===== src/core/rcs_pkg.sv =====
/*
  Package for the reset cause and start-up block: register offsets, field positions,
  reset values and timing constants.
  Assumes a 100 MHz core clock.
*/
package rcs_pkg;

  // ************************************************************
  // register offsets (block-local address space)
  // ************************************************************
  localparam logic [1:0] RCS_ADDR_CAUSE   = 2'h0;
  localparam logic [1:0] RCS_ADDR_BORCTL  = 2'h1;
  localparam logic [1:0] RCS_ADDR_STATUS  = 2'h2;

  // ************************************************************
  // reset cause register fields
  // ************************************************************
  localparam int RCS_B_BOR  = 0;
  localparam int RCS_B_POR  = 1;
  localparam int RCS_B_RI   = 2;
  localparam int RCS_B_PIN  = 3;
  localparam int RCS_B_DOG  = 4;
  localparam int RCS_B_UNF  = 6;
  localparam int RCS_B_OVF  = 7;
  localparam logic [7:0] RCS_CAUSE_WMASK = 8'hdf;
  localparam logic [7:0] RCS_CAUSE_RST   = 8'h1c;

  // ************************************************************
  // status fields (timeout / power-down, both active low)
  // ************************************************************
  localparam int RCS_B_SLEEP = 3;
  localparam int RCS_B_TMO   = 4;
  localparam logic [7:0] RCS_STATUS_WMASK = 8'h07;

  // brown-out control: bits 7,6 writable, bit 0 ready
  localparam logic [7:0] RCS_BORCTL_WMASK = 8'hc0;
  localparam logic [7:0] RCS_BORCTL_RST   = 8'h80;

  // ************************************************************
  // program counter
  // ************************************************************
  localparam int          RCS_PC_W      = 15;
  localparam logic [14:0] RCS_PC_RESET  = 15'h0000;
  localparam logic [14:0] RCS_PC_VECTOR = 15'h0004;
  localparam logic [14:0] RCS_PC_ONE    = 15'h0001;

  // ************************************************************
  // timing
  // ************************************************************
  localparam int RCS_CLK_MHZ       = 100;
  localparam int RCS_PWRUP_MS      = 64;
  localparam int RCS_PWRUP_CYC     = RCS_PWRUP_MS * 1000 * RCS_CLK_MHZ;
  localparam int RCS_PIN_REL_CYC   = 10;
  localparam int RCS_CNT_W         = 24;

endpackage : rcs_pkg


===== src/core/rcs_top.sv =====
/*
  Reset cause and start-up sequencer: merges reset sources, runs the power-up
  delay and pin release, keeps cause flags, picks the restart program counter.
  Assumes all inputs except rstn are synchronous to core_clk; reset sources are pulses or
  levels from on-chip detectors; the core consumes core_rst_n and pc_load.
*/
`timescale 1ns/1ps
module rcs_top
  import rcs_pkg::*;
#(
  parameter int PWRUP_CYC = RCS_PWRUP_CYC
)(
  input  wire logic                core_clk,
  input  wire logic                rstn,
  input  wire logic                por_evt,
  input  wire logic                bor_evt,
  input  wire logic                low_power_brownout,
  input  wire logic                prog_exit,
  input  wire logic                ext_reset_pin,
  input  wire logic                ext_reset_enable,
  input  wire logic                powerup_delay_enable_n,
  input  wire logic                stack_fault_reset_enable,
  input  wire logic                dog_timeout,
  input  wire logic                soft_reset_instr,
  input  wire logic                stack_overflow,
  input  wire logic                stack_underflow,
  input  wire logic                sleeping,
  input  wire logic                wake_dog,
  input  wire logic                wake_irq,
  input  wire logic                global_irq_enable,
  input  wire logic                watchdog_clear_instr,
  input  wire logic                sleep_instr,
  input  wire logic                brownout_ready,
  input  wire logic [RCS_PC_W-1:0] cur_pc,
  input  wire logic [1:0]          reg_addr,
  input  wire logic [7:0]          reg_wdata,
  input  wire logic                reg_wr,
  input  wire logic                reg_rd,
  output logic      [7:0]          reg_rdata,
  output logic                     core_rst_n,
  output logic                     pc_load,
  output logic      [RCS_PC_W-1:0] pc_value,
  output logic                     push_return
);

  // ************************************************************
  // state
  // ************************************************************
  typedef enum logic [1:0] {RCS_HOLD, RCS_DELAY, RCS_RUN} rcs_phase_t;

  typedef struct packed {
    rcs_phase_t              phase;
    logic [RCS_CNT_W-1:0]    dly_cnt;
    logic                    dly_done;
    logic [3:0]              pin_cnt;
    logic [7:0]              cause;
    logic                    tmo_n;
    logic                    sleep_n;
    logic [2:0]              stat_low;
    logic [7:0]              borctl;
    logic [7:0]              rdata;
    logic                    run;
    logic                    pc_load;
    logic [RCS_PC_W-1:0]     pc;
    logic                    push;
  } rcs_state_t;

  rcs_state_t st_ff;
  rcs_state_t nxt_st;
  logic [1:0] rst_sync_ff;
  logic       srst_n;

  // ************************************************************
  // reset release
  // ************************************************************
  // async assert, two-flop release so the core never sees a runt release
  always_ff @(posedge core_clk or negedge rstn)
  begin
    if (!rstn)
      rst_sync_ff <= 2'h0;
    else
      rst_sync_ff <= {rst_sync_ff[0], 1'b1};
  end
  assign srst_n = rst_sync_ff[1];

  // ************************************************************
  // reset source decode
  // ************************************************************
  logic cold_evt;
  logic bo_evt;
  logic pin_low;
  logic stk_rst;
  logic warm_rst;

  assign cold_evt = por_evt | prog_exit;
  assign bo_evt   = bor_evt | low_power_brownout;
  assign pin_low  = ext_reset_enable & ~ext_reset_pin;
  assign stk_rst  = stack_fault_reset_enable & (stack_overflow | stack_underflow);
  assign warm_rst = dog_timeout | soft_reset_instr | stk_rst;

  always_comb
  begin
    nxt_st         = st_ff;
    nxt_st.pc_load = 1'b0;
    nxt_st.push    = 1'b0;
    nxt_st.rdata   = 8'h00;

    // software access first so hardware events below win over it
    if (reg_wr)
    begin
      unique case (reg_addr)
        RCS_ADDR_CAUSE:
          nxt_st.cause = (st_ff.cause & ~RCS_CAUSE_WMASK) | (reg_wdata & RCS_CAUSE_WMASK);
        RCS_ADDR_BORCTL:
          nxt_st.borctl = (st_ff.borctl & ~RCS_BORCTL_WMASK) | (reg_wdata & RCS_BORCTL_WMASK);
        RCS_ADDR_STATUS:
          nxt_st.stat_low = reg_wdata[2:0];
        default:
          nxt_st.stat_low = st_ff.stat_low;
      endcase
    end
    if (reg_rd)
    begin
      unique case (reg_addr)
        RCS_ADDR_CAUSE:  nxt_st.rdata = st_ff.cause & RCS_CAUSE_WMASK;
        RCS_ADDR_BORCTL: nxt_st.rdata = {st_ff.borctl[7:6], 5'h00, brownout_ready};
        RCS_ADDR_STATUS: nxt_st.rdata = {3'h0, st_ff.tmo_n, st_ff.sleep_n, st_ff.stat_low};
        default:         nxt_st.rdata = 8'h00;
      endcase
    end

    // stack faults flag even when no reset follows
    if (stack_overflow)
      nxt_st.cause[RCS_B_OVF] = 1'b1;
    if (stack_underflow)
      nxt_st.cause[RCS_B_UNF] = 1'b1;
    if (watchdog_clear_instr)
    begin
      nxt_st.tmo_n   = 1'b1;
      nxt_st.sleep_n = 1'b1;
    end
    if (sleep_instr)
    begin
      nxt_st.tmo_n   = 1'b1;
      nxt_st.sleep_n = 1'b0;
    end

    // cause flags: warm causes change only their own bit; power-on reloads all, brown-out rewrites several
    if (cold_evt)
    begin
      nxt_st.cause   = RCS_CAUSE_RST;
      nxt_st.tmo_n   = 1'b1;
      nxt_st.sleep_n = 1'b1;
      nxt_st.borctl  = RCS_BORCTL_RST;
      nxt_st.stat_low = 3'h0;
    end
    else if (bo_evt)
    begin
      nxt_st.cause[RCS_B_OVF] = 1'b0;
      nxt_st.cause[RCS_B_UNF] = 1'b0;
      nxt_st.cause[RCS_B_DOG] = 1'b1;
      nxt_st.cause[RCS_B_PIN] = 1'b1;
      nxt_st.borctl           = RCS_BORCTL_RST;
      nxt_st.cause[RCS_B_BOR] = 1'b0;
      nxt_st.tmo_n            = 1'b1;
      nxt_st.sleep_n          = 1'b1;
    end
    else
    begin
      if (pin_low)
      begin
        nxt_st.cause[RCS_B_PIN] = 1'b0;
        if (sleeping)
        begin
          nxt_st.tmo_n   = 1'b1;
          nxt_st.sleep_n = 1'b0;
        end
      end
      if (dog_timeout && !sleeping)
      begin
        nxt_st.cause[RCS_B_DOG] = 1'b0;
        nxt_st.tmo_n            = 1'b0;
      end
      if (soft_reset_instr)
        nxt_st.cause[RCS_B_RI] = 1'b0;
      if (wake_dog && sleeping)
      begin
        nxt_st.tmo_n   = 1'b0;
        nxt_st.sleep_n = 1'b0;
      end
      else if (wake_irq && sleeping)
      begin
        nxt_st.tmo_n   = 1'b1;
        nxt_st.sleep_n = 1'b0;
      end
    end

    // start-up sequencing
    if (cold_evt || bo_evt)
    begin
      nxt_st.phase    = RCS_DELAY;
      nxt_st.dly_cnt  = '0;
      nxt_st.dly_done = powerup_delay_enable_n;
      nxt_st.pin_cnt  = 4'h0;
      nxt_st.run      = 1'b0;
    end
    else
    begin
      // delay keeps counting while the pin or a warm reset holds the core
      if (!st_ff.dly_done)
      begin
        if (st_ff.dly_cnt == RCS_CNT_W'(PWRUP_CYC - 1))
          nxt_st.dly_done = 1'b1;
        else
          nxt_st.dly_cnt = st_ff.dly_cnt + RCS_CNT_W'(1);
      end
      if (warm_rst || pin_low)
      begin
        nxt_st.phase   = RCS_HOLD;
        nxt_st.pin_cnt = 4'h0;
        nxt_st.run     = 1'b0;
      end
      else
      begin
        unique case (st_ff.phase)
          RCS_DELAY, RCS_HOLD:
          begin
            if (st_ff.dly_done)
            begin
              if (st_ff.pin_cnt == 4'(RCS_PIN_REL_CYC - 1))
              begin
                nxt_st.phase   = RCS_RUN;
                nxt_st.run     = 1'b1;
                nxt_st.pc_load = 1'b1;
                nxt_st.pc      = RCS_PC_RESET;
              end
              else
                nxt_st.pin_cnt = st_ff.pin_cnt + 4'h1;
            end
          end
          RCS_RUN:
          begin
            if (sleeping && (wake_dog || wake_irq))
            begin
              nxt_st.pc_load = 1'b1;
              nxt_st.pc      = cur_pc + RCS_PC_ONE;
              nxt_st.push    = wake_irq & global_irq_enable;
            end
          end
        endcase
      end
    end
  end

  always_ff @(posedge core_clk or negedge srst_n)
  begin
    if (!srst_n)
    begin
      st_ff          <= '0;
      st_ff.phase    <= RCS_HOLD;
      st_ff.dly_done <= 1'b1;
      st_ff.cause    <= RCS_CAUSE_RST;
      st_ff.tmo_n    <= 1'b1;
      st_ff.sleep_n  <= 1'b1;
      st_ff.borctl   <= RCS_BORCTL_RST;
    end
    else
      st_ff <= nxt_st;
  end

  // interrupt wake with global enable: core pushes PC+1 then jumps to the vector
  assign core_rst_n  = st_ff.run;
  assign pc_load     = st_ff.pc_load;
  assign pc_value    = st_ff.push ? RCS_PC_VECTOR : st_ff.pc;
  assign push_return = st_ff.push;
  assign reg_rdata   = st_ff.rdata;
endmodule : rcs_top


===== config.mk =====
export PLATFORM = sky130hd
export DESIGN_NAME = rcs_top
export DESIGN_NICKNAME = d
export VERILOG_FILES = /design/src/core/rcs_pkg.sv /design/src/core/rcs_top.sv
export SDC_FILE = /design/constraint.sdc
export NUM_CORES = 1
export LEC_CHECK = 0
export ABC_CLOCK_PERIOD_IN_PS = 3200
export BUFFER_PORTS_ARGS = -buffer_cell sky130_fd_sc_hd__buf_2
export CAP_MARGIN = 20
export CORE_AREA = 2 2 90 92
export DETAILED_ROUTE_END_ITERATION = 8
export DIE_AREA = 0 0 92 94
export GPL_TIMING_DRIVEN = 1
export PLACE_DENSITY = 0.83
export SYNTH_ARGS = -nofsm -noshare
export SYNTH_HDL_FRONTEND = slang
export SYNTH_SLANG_ARGS = --single-unit

===== constraint.sdc =====
create_clock -name core_clk -period 3.2 [get_ports core_clk]
set_clock_uncertainty 0.05 [all_clocks]
set_input_delay 0.64 -clock core_clk [delete_from_list [all_inputs] [get_ports core_clk]]
set_output_delay 0.64 -clock core_clk [all_outputs]
set_load 0.02 [all_outputs]

==> metrics.log, run 1 <==
INFO  metric outcome = finished clean
INFO  metric r2r.worst_path.cells = 5
INFO  metric grt_pass1_vias = 2991
INFO  metric finalCriticalPeriod = 2.28 ns
INFO  metric ys_ff_latch = 72
INFO  metric setup_tns = 0 ns
INFO  metric buffer_ports.inserted = slightly above 70
INFO  metric setup.worst_path.start = st_ff[57]
INFO  metric yosys-mux-area-fraction = about 4.3%
INFO  metric seq_area_frac_synth = 48.6%
INFO  metric final.period_utilization = 71.1%
INFO  metric cpPeakStageDelay = 0.95 ns
INFO  metric die_width = approximately 92 um
INFO  metric p_per_area = roughly 390 mW/mm2
INFO  metric synth.yosys.warnings = 0
INFO  metric multiInputGateArea = approximately 0.0018 mm2
INFO  metric clkTransAtPathRegs = 0.07 ns
INFO  metric drv.max_cap_violation_count = 0
INFO  metric placementRows = 32
INFO  metric synth-compound-area-share = 10.5%
INFO  metric drt-initial-drc-count = between 200 and 250
INFO  metric gp_routability_congestion = between 0.8 and 0.9
INFO  metric setup_slack = 0.925 ns
INFO  metric finalHoldViolCount = 0
INFO  metric grt_setup_unrepaired = no
INFO  metric final_layout_size_suffix_gt1_share = 24.9%
INFO  metric synth_async_sr_flop_share = 100%
INFO  metric dr_total_vias = 2996
INFO  metric path_depth = 5
INFO  metric synth_cell_type_count = 48
INFO  metric cts_made_buffers = 9
INFO  metric cts-root-to-sink-buffers = 2
INFO  metric cts_root_buffer = sky130_fd_sc_hd__clkbuf_8
INFO  metric synthMostInstantiatedCell = sky130_fd_sc_hd__dfrtp_1
INFO  metric layout-area-overhead-vs-synth = 15.8%
INFO  metric cp.required = 3.34 ns
INFO  metric slew_violations = 0
INFO  metric clock_sink_count = 72
INFO  metric clkLatencyLatePin = around 0.35 ns
INFO  metric post_synth_fa_ha_maj_area_fraction = under 10%
INFO  metric tritoncts = built
INFO  metric grt_overflow_total = 0
INFO  metric antenna_cells = 0
INFO  metric r2r_slack = between 0.9 and 1 ns
INFO  metric htreeDepth = 3
INFO  metric place_ws = between 0.6 and 0.7 ns
INFO  metric timing.critical_path.cells = nand4_1, nor4_1, nand3_1, xor2_1, nor2_1
INFO  metric place_hpwl = 5760 um
INFO  metric synth_simple_gate_area_share = 24.1%
INFO  metric path_buf_inv = 0
INFO  metric max_clock_freq = approximately 440 MHz
INFO  metric maximum_number_of_pins_on_one_net_before_global_route_repair = 37
INFO  metric vdd_drop_max = between 0.2 and 0.3 mV
INFO  metric via_per_inst = around 5.4
INFO  metric worstSetupPathType = flop to flop
INFO  metric netlist.top_cell.by_area = sky130_fd_sc_hd__dfrtp_1
INFO  metric drcViolationCount = 0
INFO  metric netlist_instances = 376
INFO  metric dieHeight = about 94 um
INFO  metric num-nets-final = approximately 500
INFO  metric mean_syn_cell_area = between 9 and 10 um2
INFO  metric combinational_family_with_the_most_area_after_synthesis = simple AND/OR/NAND/NOR gates
INFO  metric antenna_left = 0
INFO  metric cts_post_setup_buffers_inserted = 0
INFO  metric timing.critical_path.fanout_max = 7
INFO  metric start_util = between 40 and 50%
INFO  metric die_area = between 0.008 and 0.009 mm2
INFO  metric synthesis.nets = between 400 and 500
INFO  metric finalSetupViolations = 0
INFO  metric actual_slew_at_the_worst_max_slew_pin = 1.02 ns
INFO  metric resized_cells_post_cts = 0
INFO  metric critical_path.reg2reg.startpoint = st_ff[57]
INFO  metric grt_use_total = about a fifth
INFO  metric routed_wl = between 7000 and 8000 um
INFO  metric n_fill_cell = 690
INFO  metric crit_arrival = about 2.4 ns
INFO  metric reg2reg_to = st_ff[65]
INFO  metric leakagePower = 2.03 nW
INFO  metric synth_xor_xnor_area_share = under 10%
INFO  metric fp.coreArea = ~0.0076 mm2
INFO  metric detail_route.wl_per_cell = roughly 14 um
INFO  metric holdBufCountCts = 1
INFO  metric boundary_pins = 74
INFO  metric cells_taking_the_most_area_after_synthesis = sky130_fd_sc_hd__dfrtp_1 44%, sky130_fd_sc_hd__nor2_1 5.5%, sky130_fd_sc_hd__dfstp_2 4.9%
INFO  metric critPathSlowestCell = sky130_fd_sc_hd__nor4_1
INFO  metric synth_edf_count = 0
INFO  metric setup.worst_path.start_class = flop
INFO  metric synth_top_area_share = 43.6%
INFO  metric sequential_cell_area = 0.00181 mm2
INFO  metric critical_path.top_delay_family = simple AND/OR/NAND/NOR gates
INFO  metric number_of_antenna_violations_at_the_first_check_in_global_routing = 0
INFO  metric maxSlewHeadroom = ~31%
INFO  metric synth_top_flop_cell = sky130_fd_sc_hd__dfrtp_1
INFO  metric grt_first_pass_wirelength = roughly 14000 um
INFO  metric post_synth_most_frequent_cells = 65 x sky130_fd_sc_hd__dfrtp_1, 55 x sky130_fd_sc_hd__nor2_1, 22 x sky130_fd_sc_hd__nand2_1, 18 x sky130_fd_sc_hd__nor2b_1, 17 x sky130_fd_sc_hd__xor2_1
INFO  metric drt_pass1_iterations = 4
INFO  metric hold_class = flop to asynchronous set/reset pin
INFO  metric crit_path_end = st_ff[65]
INFO  metric mappedNetlistArea = approximately 0.0037 mm2
INFO  metric endpoint_type_of_the_worst_setup_path = flop
[flip-flops by register name (all words and copies together) (netlist names)]
signal       flops
core_rst_n       1
pc_load          1
st_ff           60
rst_sync_ff      2
reg_rdata        7
push_return      1
[report_power, final]
part / switching (mW) / leakage, nW / internal [mW]
sequential: 0.0148 / 0.967 / 0.920
combinational: 0.0748 / 0.978 / 0.0540
clock: 0.324 / 0.0834 / 0.301
total: 0.413 / 2.03 / 1.27
[routing by layer]
| layer | up-vias | GRT usage [%] | part of all wire [%] |
|---|---|---|---|
| li1 | 1438 | - | - |
| met1 | 1463 | 25.7 | 45 |
| met2 | 84 | 32.2 | 48 |
| met3 | 11 | 5.38 | 5.2 |
| met4 | 0 | 6.72 | 1.7 |
| met5 | - | 0 | 0 |
[cell families after synthesis]
kind of cell,count (synthesis)
AOI/OAI and AO/OA,53
xor gates and xnor gates,30
adders and majority gates,4
other,2
buffers and inverters,30
muxes,16
and+or+nand+nor,169
DFF,72
[cell usage in the layout (no fill, tap or decap), types with 9 or more instances in the layout]
cell	synthesis	routed
sky130_fd_sc_hd__inv_1	10	10
sky130_fd_sc_hd__a22o_1	13	13
sky130_fd_sc_hd__nor2_1	55	55
sky130_fd_sc_hd__nor2b_1	18	18
sky130_fd_sc_hd__a21oi_1	9	9
sky130_fd_sc_hd__mux2i_1	16	16
sky130_fd_sc_hd__o21ai_0	12	12
sky130_fd_sc_hd__nand2_1	22	22
sky130_fd_sc_hd__clkbuf_8	0	10
sky130_fd_sc_hd__nand4_1	14	14
sky130_fd_sc_hd__nand3_1	14	14
sky130_fd_sc_hd__dfrtp_1	65	64
sky130_fd_sc_hd__buf_2	3	71
sky130_fd_sc_hd__xor2_1	17	17
sky130_fd_sc_hd__nor3_1	14	14
sky130_fd_sc_hd__xnor2_1	13	13
[area by class of cell]
cell class / instances / share of cell area, %
multi-input combinational: 274 / 41.0
tap: 102 / 2.96
clock inverter: 3 / 0.406
clock buffer: 13 / 3.45
sequential: 72 / 42.0
inverter: 10 / 0.870
timing repair buffer: 77 / 9.33
[metrics by stage]
step	cells	util, %	cell area (um2)	hold slack [ns]	power [mW]
after floorplan	376	-	3730	0.281	1.02
after global placement	533	54.3	4130	0.289	1.08
after detailed placement	533	54.3	4130	0.290	1.08
after CTS	550	56.6	4310	0.308	1.71
after global routing	551	56.7	4320	0.319	1.75
final	551	56.7	4320	0.300	1.69
[worst min-delay path by stage]
stage	from	end	slack [ns]	cells past startpoint
finish	rst_sync_ff[1]	st_ff[57]	0.30	0
CTS	rst_sync_ff[0]	rst_sync_ff[1]	0.31	0
global route	rst_sync_ff[0]	rst_sync_ff[1]	0.32	0
floorplan	rst_sync_ff[0]	rst_sync_ff[1]	0.28	0
global placement	rst_sync_ff[0]	rst_sync_ff[1]	0.29	0
detailed placement	rst_sync_ff[0]	rst_sync_ff[1]	0.29	0
No activity file was read; power rests on OpenSTA's default activity.
==> inputs of run 2 (changes only) <==
--- a/config.mk
+++ b/config.mk
@@ -5,14 +5,14 @@
 export SDC_FILE = /design/constraint.sdc
 export NUM_CORES = 1
 export LEC_CHECK = 0
-export ABC_CLOCK_PERIOD_IN_PS = 3200
+export ABC_CLOCK_PERIOD_IN_PS = 2000
 export BUFFER_PORTS_ARGS = -buffer_cell sky130_fd_sc_hd__buf_2
 export CAP_MARGIN = 20
 export CORE_AREA = 2 2 90 92
 export DETAILED_ROUTE_END_ITERATION = 8
 export DIE_AREA = 0 0 92 94
 export GPL_TIMING_DRIVEN = 1
-export PLACE_DENSITY = 0.83
+export PLACE_DENSITY = 0.86
 export SYNTH_ARGS = -nofsm -noshare
 export SYNTH_HDL_FRONTEND = slang
 export SYNTH_SLANG_ARGS = --single-unit
==> constraint.sdc (replaced) <==
create_clock -name core_clk -period 2 [get_ports core_clk]
set_clock_uncertainty 0.05 [all_clocks]
set_input_delay 0.4 -clock core_clk [delete_from_list [all_inputs] [get_ports core_clk]]
set_output_delay 0.4 -clock core_clk [all_outputs]
set_load 0.02 [all_outputs]
==> run 2 against run 1 <==
Effect of this change:
- register-to-register slack lost 0.89 ns
- design area is 5.2% higher
- combinational power is 81% higher
- core utilization grew 2.9 points
- sequential share of layout area shrank 2.1 points
- global-route usage grew 0.90 points
- cell count rose by 4.2%
- count of clock-buffer cells in the layout is the same
- total power increased by 59%
- setup slack lost 0.89 ns
- first-iteration DRC count shrank 32%
- maximum frequency up 16%
- largest cell class unchanged
==> metrics.log, run 2 (synthesis results as in run 1) <==
INFO  metric outcome = finished clean
INFO  metric final.period_utilization = 98.1% (+27 points)
INFO  metric slew_violations = 0 (unchanged)
INFO  metric largest_reg_flops = 60 (unchanged)
INFO  metric boundary_pins = 74 (unchanged)
INFO  metric clkTransAtPathRegs = 0.07 ns (about the same)
INFO  metric die_area = 0.00865 mm2 (unchanged)
INFO  metric setup.worst_path.start = st_ff[69]
INFO  metric p_per_area = 591 mW/mm2 (+51%)
INFO  metric place_hpwl = 6270 um (+8.9%)
INFO  metric critical_path.top_delay_family = simple AND/OR/NAND/NOR gates
INFO  metric dr_total_vias = 3099 (+3.4%)
INFO  metric via_per_inst = 5.40 (-0.71%)
INFO  metric postPlaceCellArea = 0.00433 mm2 (+4.7%)
INFO  metric buffer_ports.inserted = 71 (unchanged)
INFO  metric placementRows = 32 (unchanged)
INFO  metric detail_route.wl_per_cell = 14.9 um (+3.1%)
INFO  metric drt-initial-drc-count = 150 (-32%)
INFO  metric vdd_drop_max = 0.342 mV (+36%)
INFO  metric finalCriticalPeriod = 1.96 ns (-0.313 ns)
INFO  metric hold_class = flop to asynchronous set/reset pin
INFO  metric finalSetupViolations = 0 (unchanged)
INFO  metric endpoint_type_of_the_worst_setup_path = flop
INFO  metric mostFrequentLayoutCell = sky130_fd_sc_hd__buf_2
INFO  metric htreeDepth = 3 (unchanged)
INFO  metric fp.coreArea = 0.00761 mm2 (unchanged)
INFO  metric cpPeakStageDelay = 0.44 ns (-0.51 ns)
INFO  metric die_width = 92 um (unchanged)
INFO  metric maximum_number_of_pins_on_one_net_before_global_route_repair = 30 (-19%)
INFO  metric postLayoutCellArea = 0.00454 mm2 (+5.2%)
INFO  metric number_of_antenna_violations_at_the_first_check_in_global_routing = 0 (unchanged)
INFO  metric antenna_cells = 0 (unchanged)
INFO  metric actual_slew_at_the_worst_max_slew_pin = 0.580 ns (-0.441 ns)
INFO  metric grt_overflow_total = 0 (unchanged)
INFO  metric finalHoldViolCount = 0 (unchanged)
INFO  metric maxSlewHeadroom = 61.3% (+30 points)
INFO  metric final_layout_size_suffix_gt1_share = 29.0% (+4.1 points)
INFO  metric cts_made_buffers = 9 (unchanged)
INFO  metric grt_use_total = 20.7% (+0.90 points)
INFO  metric cp.required = 2.17 ns (-1.17 ns)
INFO  metric leakagePower = 2.15 nW (+6.2%)
INFO  metric dieHeight = 94 um (unchanged)
INFO  metric num-nets-final = 519 (+4.6%)
INFO  metric drt_pass1_iterations = 4 (unchanged)
INFO  metric grt_first_pass_wirelength = 14200 um (+4.5%)
INFO  metric path_buf_inv = 2 (+2)
INFO  metric antenna_left = 0 (unchanged)
INFO  metric final_cell_mix = 71 x sky130_fd_sc_hd__buf_2, 64 x sky130_fd_sc_hd__dfrtp_1, 55 x sky130_fd_sc_hd__nor2_1, 24 x sky130_fd_sc_hd__buf_4, 22 x sky130_fd_sc_hd__nand2_1
INFO  metric setup_tns = 0 ns (unchanged)
INFO  metric crit_arrival = 2.13 ns (-0.29 ns)
INFO  metric grt_pass1_vias = 3128 (+4.6%)
INFO  metric routed_wl = 8550 um (+7.4%)
INFO  metric worstSetupPathType = flop to flop
INFO  metric gp_routability_congestion = 0.839 (-2.5%)
INFO  metric critical_path.reg2reg.startpoint = st_ff[69]
INFO  metric start_util = 49.0% (unchanged)
INFO  metric max_clock_freq = 510 MHz (+16%)
INFO  metric tritoncts = built
INFO  metric grt_setup_unrepaired = yes
INFO  metric setup.worst_path.start_class = flop
INFO  metric critPathSlowestCell = sky130_fd_sc_hd__dfrtp_1
INFO  metric layout-area-overhead-vs-synth = 21.8%
INFO  metric clock_sink_count = 72 (unchanged)
INFO  metric cts-root-to-sink-buffers = 2 (unchanged)
INFO  metric registers.top_by_ff_count = st_ff
INFO  metric timing.critical_path.fanout_max = 6 (-1)
INFO  metric drcViolationCount = 0 (unchanged)
INFO  metric hold-worst-slack = 0.223 ns (-0.0765 ns)
INFO  metric clkLatencyLatePin = 0.34 ns (about the same)
INFO  metric drv.max_cap_violation_count = 0 (unchanged)
INFO  metric timing.critical_path.cells = or3_4, nor4_4, buf_4, a31oi_4, buf_6, a31o_2
INFO  metric cts_root_buffer = sky130_fd_sc_hd__clkbuf_8
INFO  metric post-route-util = 59.7% (+2.9 points)
run 2: area by class of cell:
class / count / area (um2)
fillers: 655 / 3070
flip-flops and latches: 72 / 1810
multi-input cells: 274 / 1790
repair buffers: 100 / 617
clock buffers: 13 / 139
well taps: 102 / 128
inverters: 10 / 37.5
clock inverters: 3 / 18.8
run 2: report_power, final:
part / switching (mW) / internal, mW / total (mW)
clock network: 0.514 / 0.451 / 0.964
registers: 0.0153 / 1.47 / 1.49
logic: 0.133 / 0.101 / 0.234
run 2: metal layers:
metal	vias to the layer above	wire [um]	share of wire, %	global-route usage (%)
li1	1485	-	-	-
met1	1520	3740	44	27.2
met2	81	4270	50	34.5
met3	13	379	4.4	3.21
met4	0	149	1.7	8.21
met5	-	0	0	0
run 2: metrics by stage:
step | worst slack (ns) | power (mW) | std cells
2_1_floorplan | 0.0514 | 1.63 | 376
3_5_place_dp | -0.0976 | 1.74 | 554
5_1_grt | -0.0392 | 2.80 | 574
3_3_place_gp | -0.0274 | 1.73 | 554
4_1_cts | 0.0214 | 2.70 | 572
6_report | 0.0375 | 2.68 | 574
run 2: final timing paths:
kind                                   to  slack, ns  depth (start not counted)
worst max register to register  st_ff[58]       0.04                          6
min in group core_clk           st_ff[51]       0.23                          3
worst min register to register  st_ff[55]       0.22                          0
max in group asynchronous       st_ff[42]       1.04                          1
worst min-delay path            st_ff[55]       0.22                          0
worst max-delay path            st_ff[58]       0.04                          6
run 2: what timing repair did:
item / CTS / global route
endpoints found under the hold margin: 2 / 0
hold buffers: 1 / 0
setup buffers: 1 / 2
endpoints found under the setup margin: 9 / 6
pin swaps: 1 / 2
gates resized for setup: 0 / 6
run 2: worst register-to-register path, cell delays in order (launching register included):
cell                      delay [ns]
sky130_fd_sc_hd__dfrtp_1        0.44
sky130_fd_sc_hd__or3_4          0.41
sky130_fd_sc_hd__nor4_4         0.25
sky130_fd_sc_hd__buf_4          0.19
sky130_fd_sc_hd__a31oi_4        0.14
sky130_fd_sc_hd__buf_6          0.18
sky130_fd_sc_hd__a31o_2         0.19
==> inputs of run 3 (changes only) <==
--- a/config.mk
+++ b/config.mk
@@ -5,14 +5,15 @@
 export SDC_FILE = /design/constraint.sdc
 export NUM_CORES = 1
 export LEC_CHECK = 0
+export ABC_AREA = 1
 export ABC_CLOCK_PERIOD_IN_PS = 2000
 export BUFFER_PORTS_ARGS = -buffer_cell sky130_fd_sc_hd__buf_2
 export CAP_MARGIN = 20
-export CORE_AREA = 2 2 90 92
+export CORE_AREA = 2 2 96 98
 export DETAILED_ROUTE_END_ITERATION = 8
-export DIE_AREA = 0 0 92 94
+export DIE_AREA = 0 0 98 100
 export GPL_TIMING_DRIVEN = 1
-export PLACE_DENSITY = 0.86
+export PLACE_DENSITY = 0.85
 export SYNTH_ARGS = -nofsm -noshare
 export SYNTH_HDL_FRONTEND = slang
 export SYNTH_SLANG_ARGS = --single-unit
==> run 3 against run 2 <==
Effect of this change:
- largest power group unchanged
- via count up 37%
- core utilization is 3.5 points lower
- global-route usage grew 2.5 points
- first-iteration DRC count is 75% higher
- die area up 13%
- sequential power is essentially flat
- highest routed layer unchanged
- register-to-register slack improved by 0.13 ns
- flip-flop and latch count is the same
- total power grew 9.3%
- synthesized cell count rose by 63%
- critical endpoint is now st_ff[61]
- routed wire length rose by 25%
- setup slack better by 0.13 ns
==> metrics.log, run 3 <==
INFO  metric outcome = finished clean
INFO  metric start_util = 48.3% (-0.73 points)
INFO  metric max_clock_freq = 546 MHz (+7.1%)
INFO  metric drt_pass1_iterations = 5 (+1)
INFO  metric cts_root_buffer = sky130_fd_sc_hd__clkbuf_8
INFO  metric cp.required = 2.19 ns (+0.02 ns)
INFO  metric timing.critical_path.cells = ha_1, nand3_1, nor2_2, nand3_2, nand2_2, nand2_2, nand2_1, o21ai_2
INFO  metric synth_edf_count = 0 (unchanged)
INFO  metric n_fill_cell = 822 (+25%)
INFO  metric dieHeight = 100 um (+6.4%)
INFO  metric die_width = 98 um (+6.5%)
INFO  metric buffer_ports.inserted = 71 (unchanged)
INFO  metric setup.worst_path.start_class = flop
INFO  metric synthesis.nets = 663 (+55%)
INFO  metric htreeDepth = 3 (unchanged)
INFO  metric p_per_area = 588 mW/mm2 (-0.63%)
INFO  metric netlist_instances = 611 (+63%)
INFO  metric place_hpwl = 8080 um (+29%)
INFO  metric dr_total_vias = 4232 (+37%)
INFO  metric final.period_utilization = 91.6% (-6.5 points)
INFO  metric grt_pass1_vias = 4271 (+37%)
INFO  metric antenna_cells = 0 (unchanged)
INFO  metric drcViolationCount = 0 (unchanged)
INFO  metric synthMostInstantiatedCell = sky130_fd_sc_hd__nand2_1
INFO  metric grt_first_pass_wirelength = 18800 um (+32%)
INFO  metric placementRows = 35 (+9.4%)
INFO  metric finalHoldViolCount = 0 (unchanged)
INFO  metric maximum_number_of_pins_on_one_net_before_global_route_repair = 37 (+23%)
INFO  metric gp_routability_congestion = 0.969 (+15%)
INFO  metric detail_route.wl_per_cell = 13.3 um (-11%)
INFO  metric drv.max_cap_violation_count = 0 (unchanged)
INFO  metric leakagePower = 2.54 nW (+18%)
INFO  metric synth_cell_type_count = 32 (-33%)
INFO  metric final_cell_mix = 176 x sky130_fd_sc_hd__nand2_1, 86 x sky130_fd_sc_hd__inv_1, 83 x sky130_fd_sc_hd__nor2_1, 71 x sky130_fd_sc_hd__buf_2, 63 x sky130_fd_sc_hd__dfrtp_1
INFO  metric grt_setup_unrepaired = no
INFO  metric slew_violations = 0 (unchanged)
INFO  metric instances_no_fill = 805 (+40%)
INFO  metric clock_sink_count = 72 (unchanged)
INFO  metric ys_ff_latch = 72 (unchanged)
INFO  metric num-nets-final = 741 (+43%)
INFO  metric clkLatencyLatePin = 0.35 ns (about the same)
INFO  metric tritoncts = built
INFO  metric r2r.worst_path.cells = 8 (+2)
INFO  metric holdCritStartpoint = powerup_delay_enable_n
INFO  metric post_synth_most_frequent_cells = 176 x sky130_fd_sc_hd__nand2_1, 86 x sky130_fd_sc_hd__inv_1, 83 x sky130_fd_sc_hd__nor2_1, 65 x sky130_fd_sc_hd__dfrtp_1, 58 x sky130_fd_sc_hd__nand3_1
INFO  metric synth_async_sr_flop_share = 100% (unchanged)
INFO  metric finalSetupViolations = 0 (unchanged)
INFO  metric worstSetupPathType = flop to flop
INFO  metric synth_top_area_share = 37.9% (-5.7 points)
INFO  metric setup_tns = 0 ns (unchanged)
INFO  metric synth_top_flop_cell = sky130_fd_sc_hd__dfrtp_1
INFO  metric registers.top_by_ff_count = st_ff
INFO  metric die_area = 0.00980 mm2 (+13%)
INFO  metric timing.critical_path.fanout_max = 14 (+8)
INFO  metric boundary_pins = 74 (unchanged)
INFO  metric antenna_left = 0 (unchanged)
INFO  metric numPlacedInstances = 788 (+42%)
INFO  metric crit_arrival = 2.02 ns (-0.11 ns)
INFO  metric final_layout_size_suffix_gt1_share = 19.2% (-9.9 points)
INFO  metric critical_path.most_common_cell = sky130_fd_sc_hd__nand2_2
INFO  metric cts_made_buffers = 9 (unchanged)
INFO  metric largest_reg_flops = 60 (unchanged)
INFO  metric drt-initial-drc-count = 263 (+75%)
INFO  metric worst_hold_path_depth = 3
INFO  metric vdd_drop_max = 0.338 mV (-1.2%)
INFO  metric seq_area_frac_synth = 42.2% (-6.4 points)
INFO  metric mean_syn_cell_area = 7.02 um2 (-29%)
INFO  metric critPathSlowestCell = sky130_fd_sc_hd__dfrtp_1
INFO  metric clkTransAtPathRegs = 0.08 ns (about the same)
INFO  metric cts-root-to-sink-buffers = 2 (unchanged)
INFO  metric maxSlewHeadroom = 65.0% (+3.7 points)
INFO  metric cells_taking_the_most_area_after_synthesis = sky130_fd_sc_hd__dfrtp_1 38%, sky130_fd_sc_hd__nand2_1 15%, sky130_fd_sc_hd__inv_1 7.5%
INFO  metric actual_slew_at_the_worst_max_slew_pin = 0.522 ns (-0.0582 ns)
INFO  metric routed_wl = 10700 um (+25%)
INFO  metric netlist.top_cell.by_area = sky130_fd_sc_hd__dfrtp_1
INFO  metric layout-area-overhead-vs-synth = 16.3%
INFO  metric finalCriticalPeriod = 1.83 ns (-0.131 ns)
INFO  metric grt_overflow_total = 0 (unchanged)
INFO  metric synth.yosys.warnings = 0 (unchanged)
INFO  metric mappedNetlistArea = 0.00429 mm2 (+15%)
INFO  metric mostFrequentLayoutCell = sky130_fd_sc_hd__nand2_1
INFO  metric grt_use_total = 23.1% (+2.5 points)
INFO  metric endpoint_type_of_the_worst_setup_path = flop
INFO  metric number_of_antenna_violations_at_the_first_check_in_global_routing = 0 (unchanged)
INFO  metric critical_path.reg2reg.startpoint = st_ff[53]
INFO  metric setup.worst_path.start = st_ff[53]
INFO  metric via_per_inst = 5.26 (-2.6%)
INFO  metric fp.coreArea = 0.00889 mm2 (+17%)
INFO  metric hold_class = input pin to flop
INFO  metric cpPeakStageDelay = 0.38 ns (-0.06 ns)
==> run 3: cell count changes after synthesis, sizes merged, moves of 16 or more <==
cell and delta:
nor2b -18, nand2 +159, inv +76, nand3 +45, mux2i -16, nor2 +33
o21ai +25
==> run 3: kinds of logic (layout without fill, tap and decap cells) <==
logic type | count (synthesis) | in the layout | synth area share (%)
AND/OR/NAND/NOR | 361 | 361 | 36.2
AO/OA/AOI/OAI | 60 | 60 | 8.34
adder cells (fa/ha/maj) | 4 | 4 | 1.17
buffers and inverters | 104 | 187 | 10.3
other | 2 | 2 | 0.175
XOR/XNOR | 8 | 8 | 1.63
flip-flops | 72 | 72 | 42.2
==> run 3: cell type report <==
type,count,area (um2),share of cell area (%)
sequential,72,1810,36.3
clock inverter,6,65.1,1.30
inverter,86,323,6.47
tap,111,139,2.78
timing repair buffer,85,475,9.53
clock buffer,10,138,2.76
multi-input combinational,435,2040,40.8
==> run 3: worst max-delay path: cells and delay by family, from the launching register on <==
family,cells,cell delay [ns]
compound gates,1,0.06
fa+ha+maj,1,0.20
flops,1,0.38
simple gates,6,1.02
==> run 3: stage by stage <==
step	setup slack, ns	hold WS [ns]	utilization [%]	instance area, um2	total power, mW
6_report	0.168	0.192	56.1	4990	2.93
5_1_grt	0.0248	0.184	56.1	4990	3.05
4_1_cts	0.0585	0.189	56.1	4990	2.94
3_5_place_dp	0.146	0.140	53.7	4780	1.75
3_3_place_gp	0.196	0.137	53.7	4780	1.74
2_1_floorplan	0.465	0.0544	-	4290	1.64
==> run 3: what timing repair did <==
action,4_1_cts,5_1_grt
resized for setup,0,1
hold endpoints to repair,2,0
buffers inserted,0,0
setup endpoints to repair,0,1
hold buffers,1,0
==> run 3: report_power, final <==
group | total [mW] | internal, mW | switching (mW) | leakage, nW
clock | 1.21 | 0.615 | 0.596 | 0.103
sequential | 1.49 | 1.47 | 0.0179 | 0.966
combinational | 0.232 | 0.0838 | 0.148 | 1.47
total | 2.93 | 2.17 | 0.762 | 2.54
==> run 3: path summary, 6_finish.rpt <==
path	endpoint	slack, ns
min in group asynchronous	reg_rdata[1]	0.20
worst max register to register	st_ff[61]	0.17
worst min register to register	reg_rdata[1]	0.20
max in group asynchronous	st_ff[51]	1.05
worst max-delay path	st_ff[61]	0.17
worst min-delay path	st_ff[51]	0.19
==> run 3: layer usage <==
metal / GRT usage (%) / vias to the layer above / share of wire (%)
li1: - / 2083 / -
met1: 27.2 / 1984 / 42
met2: 42.1 / 150 / 51
met3: 4.25 / 15 / 5.6
met4: 8.76 / 0 / 1.4
met5: 0 / - / 0
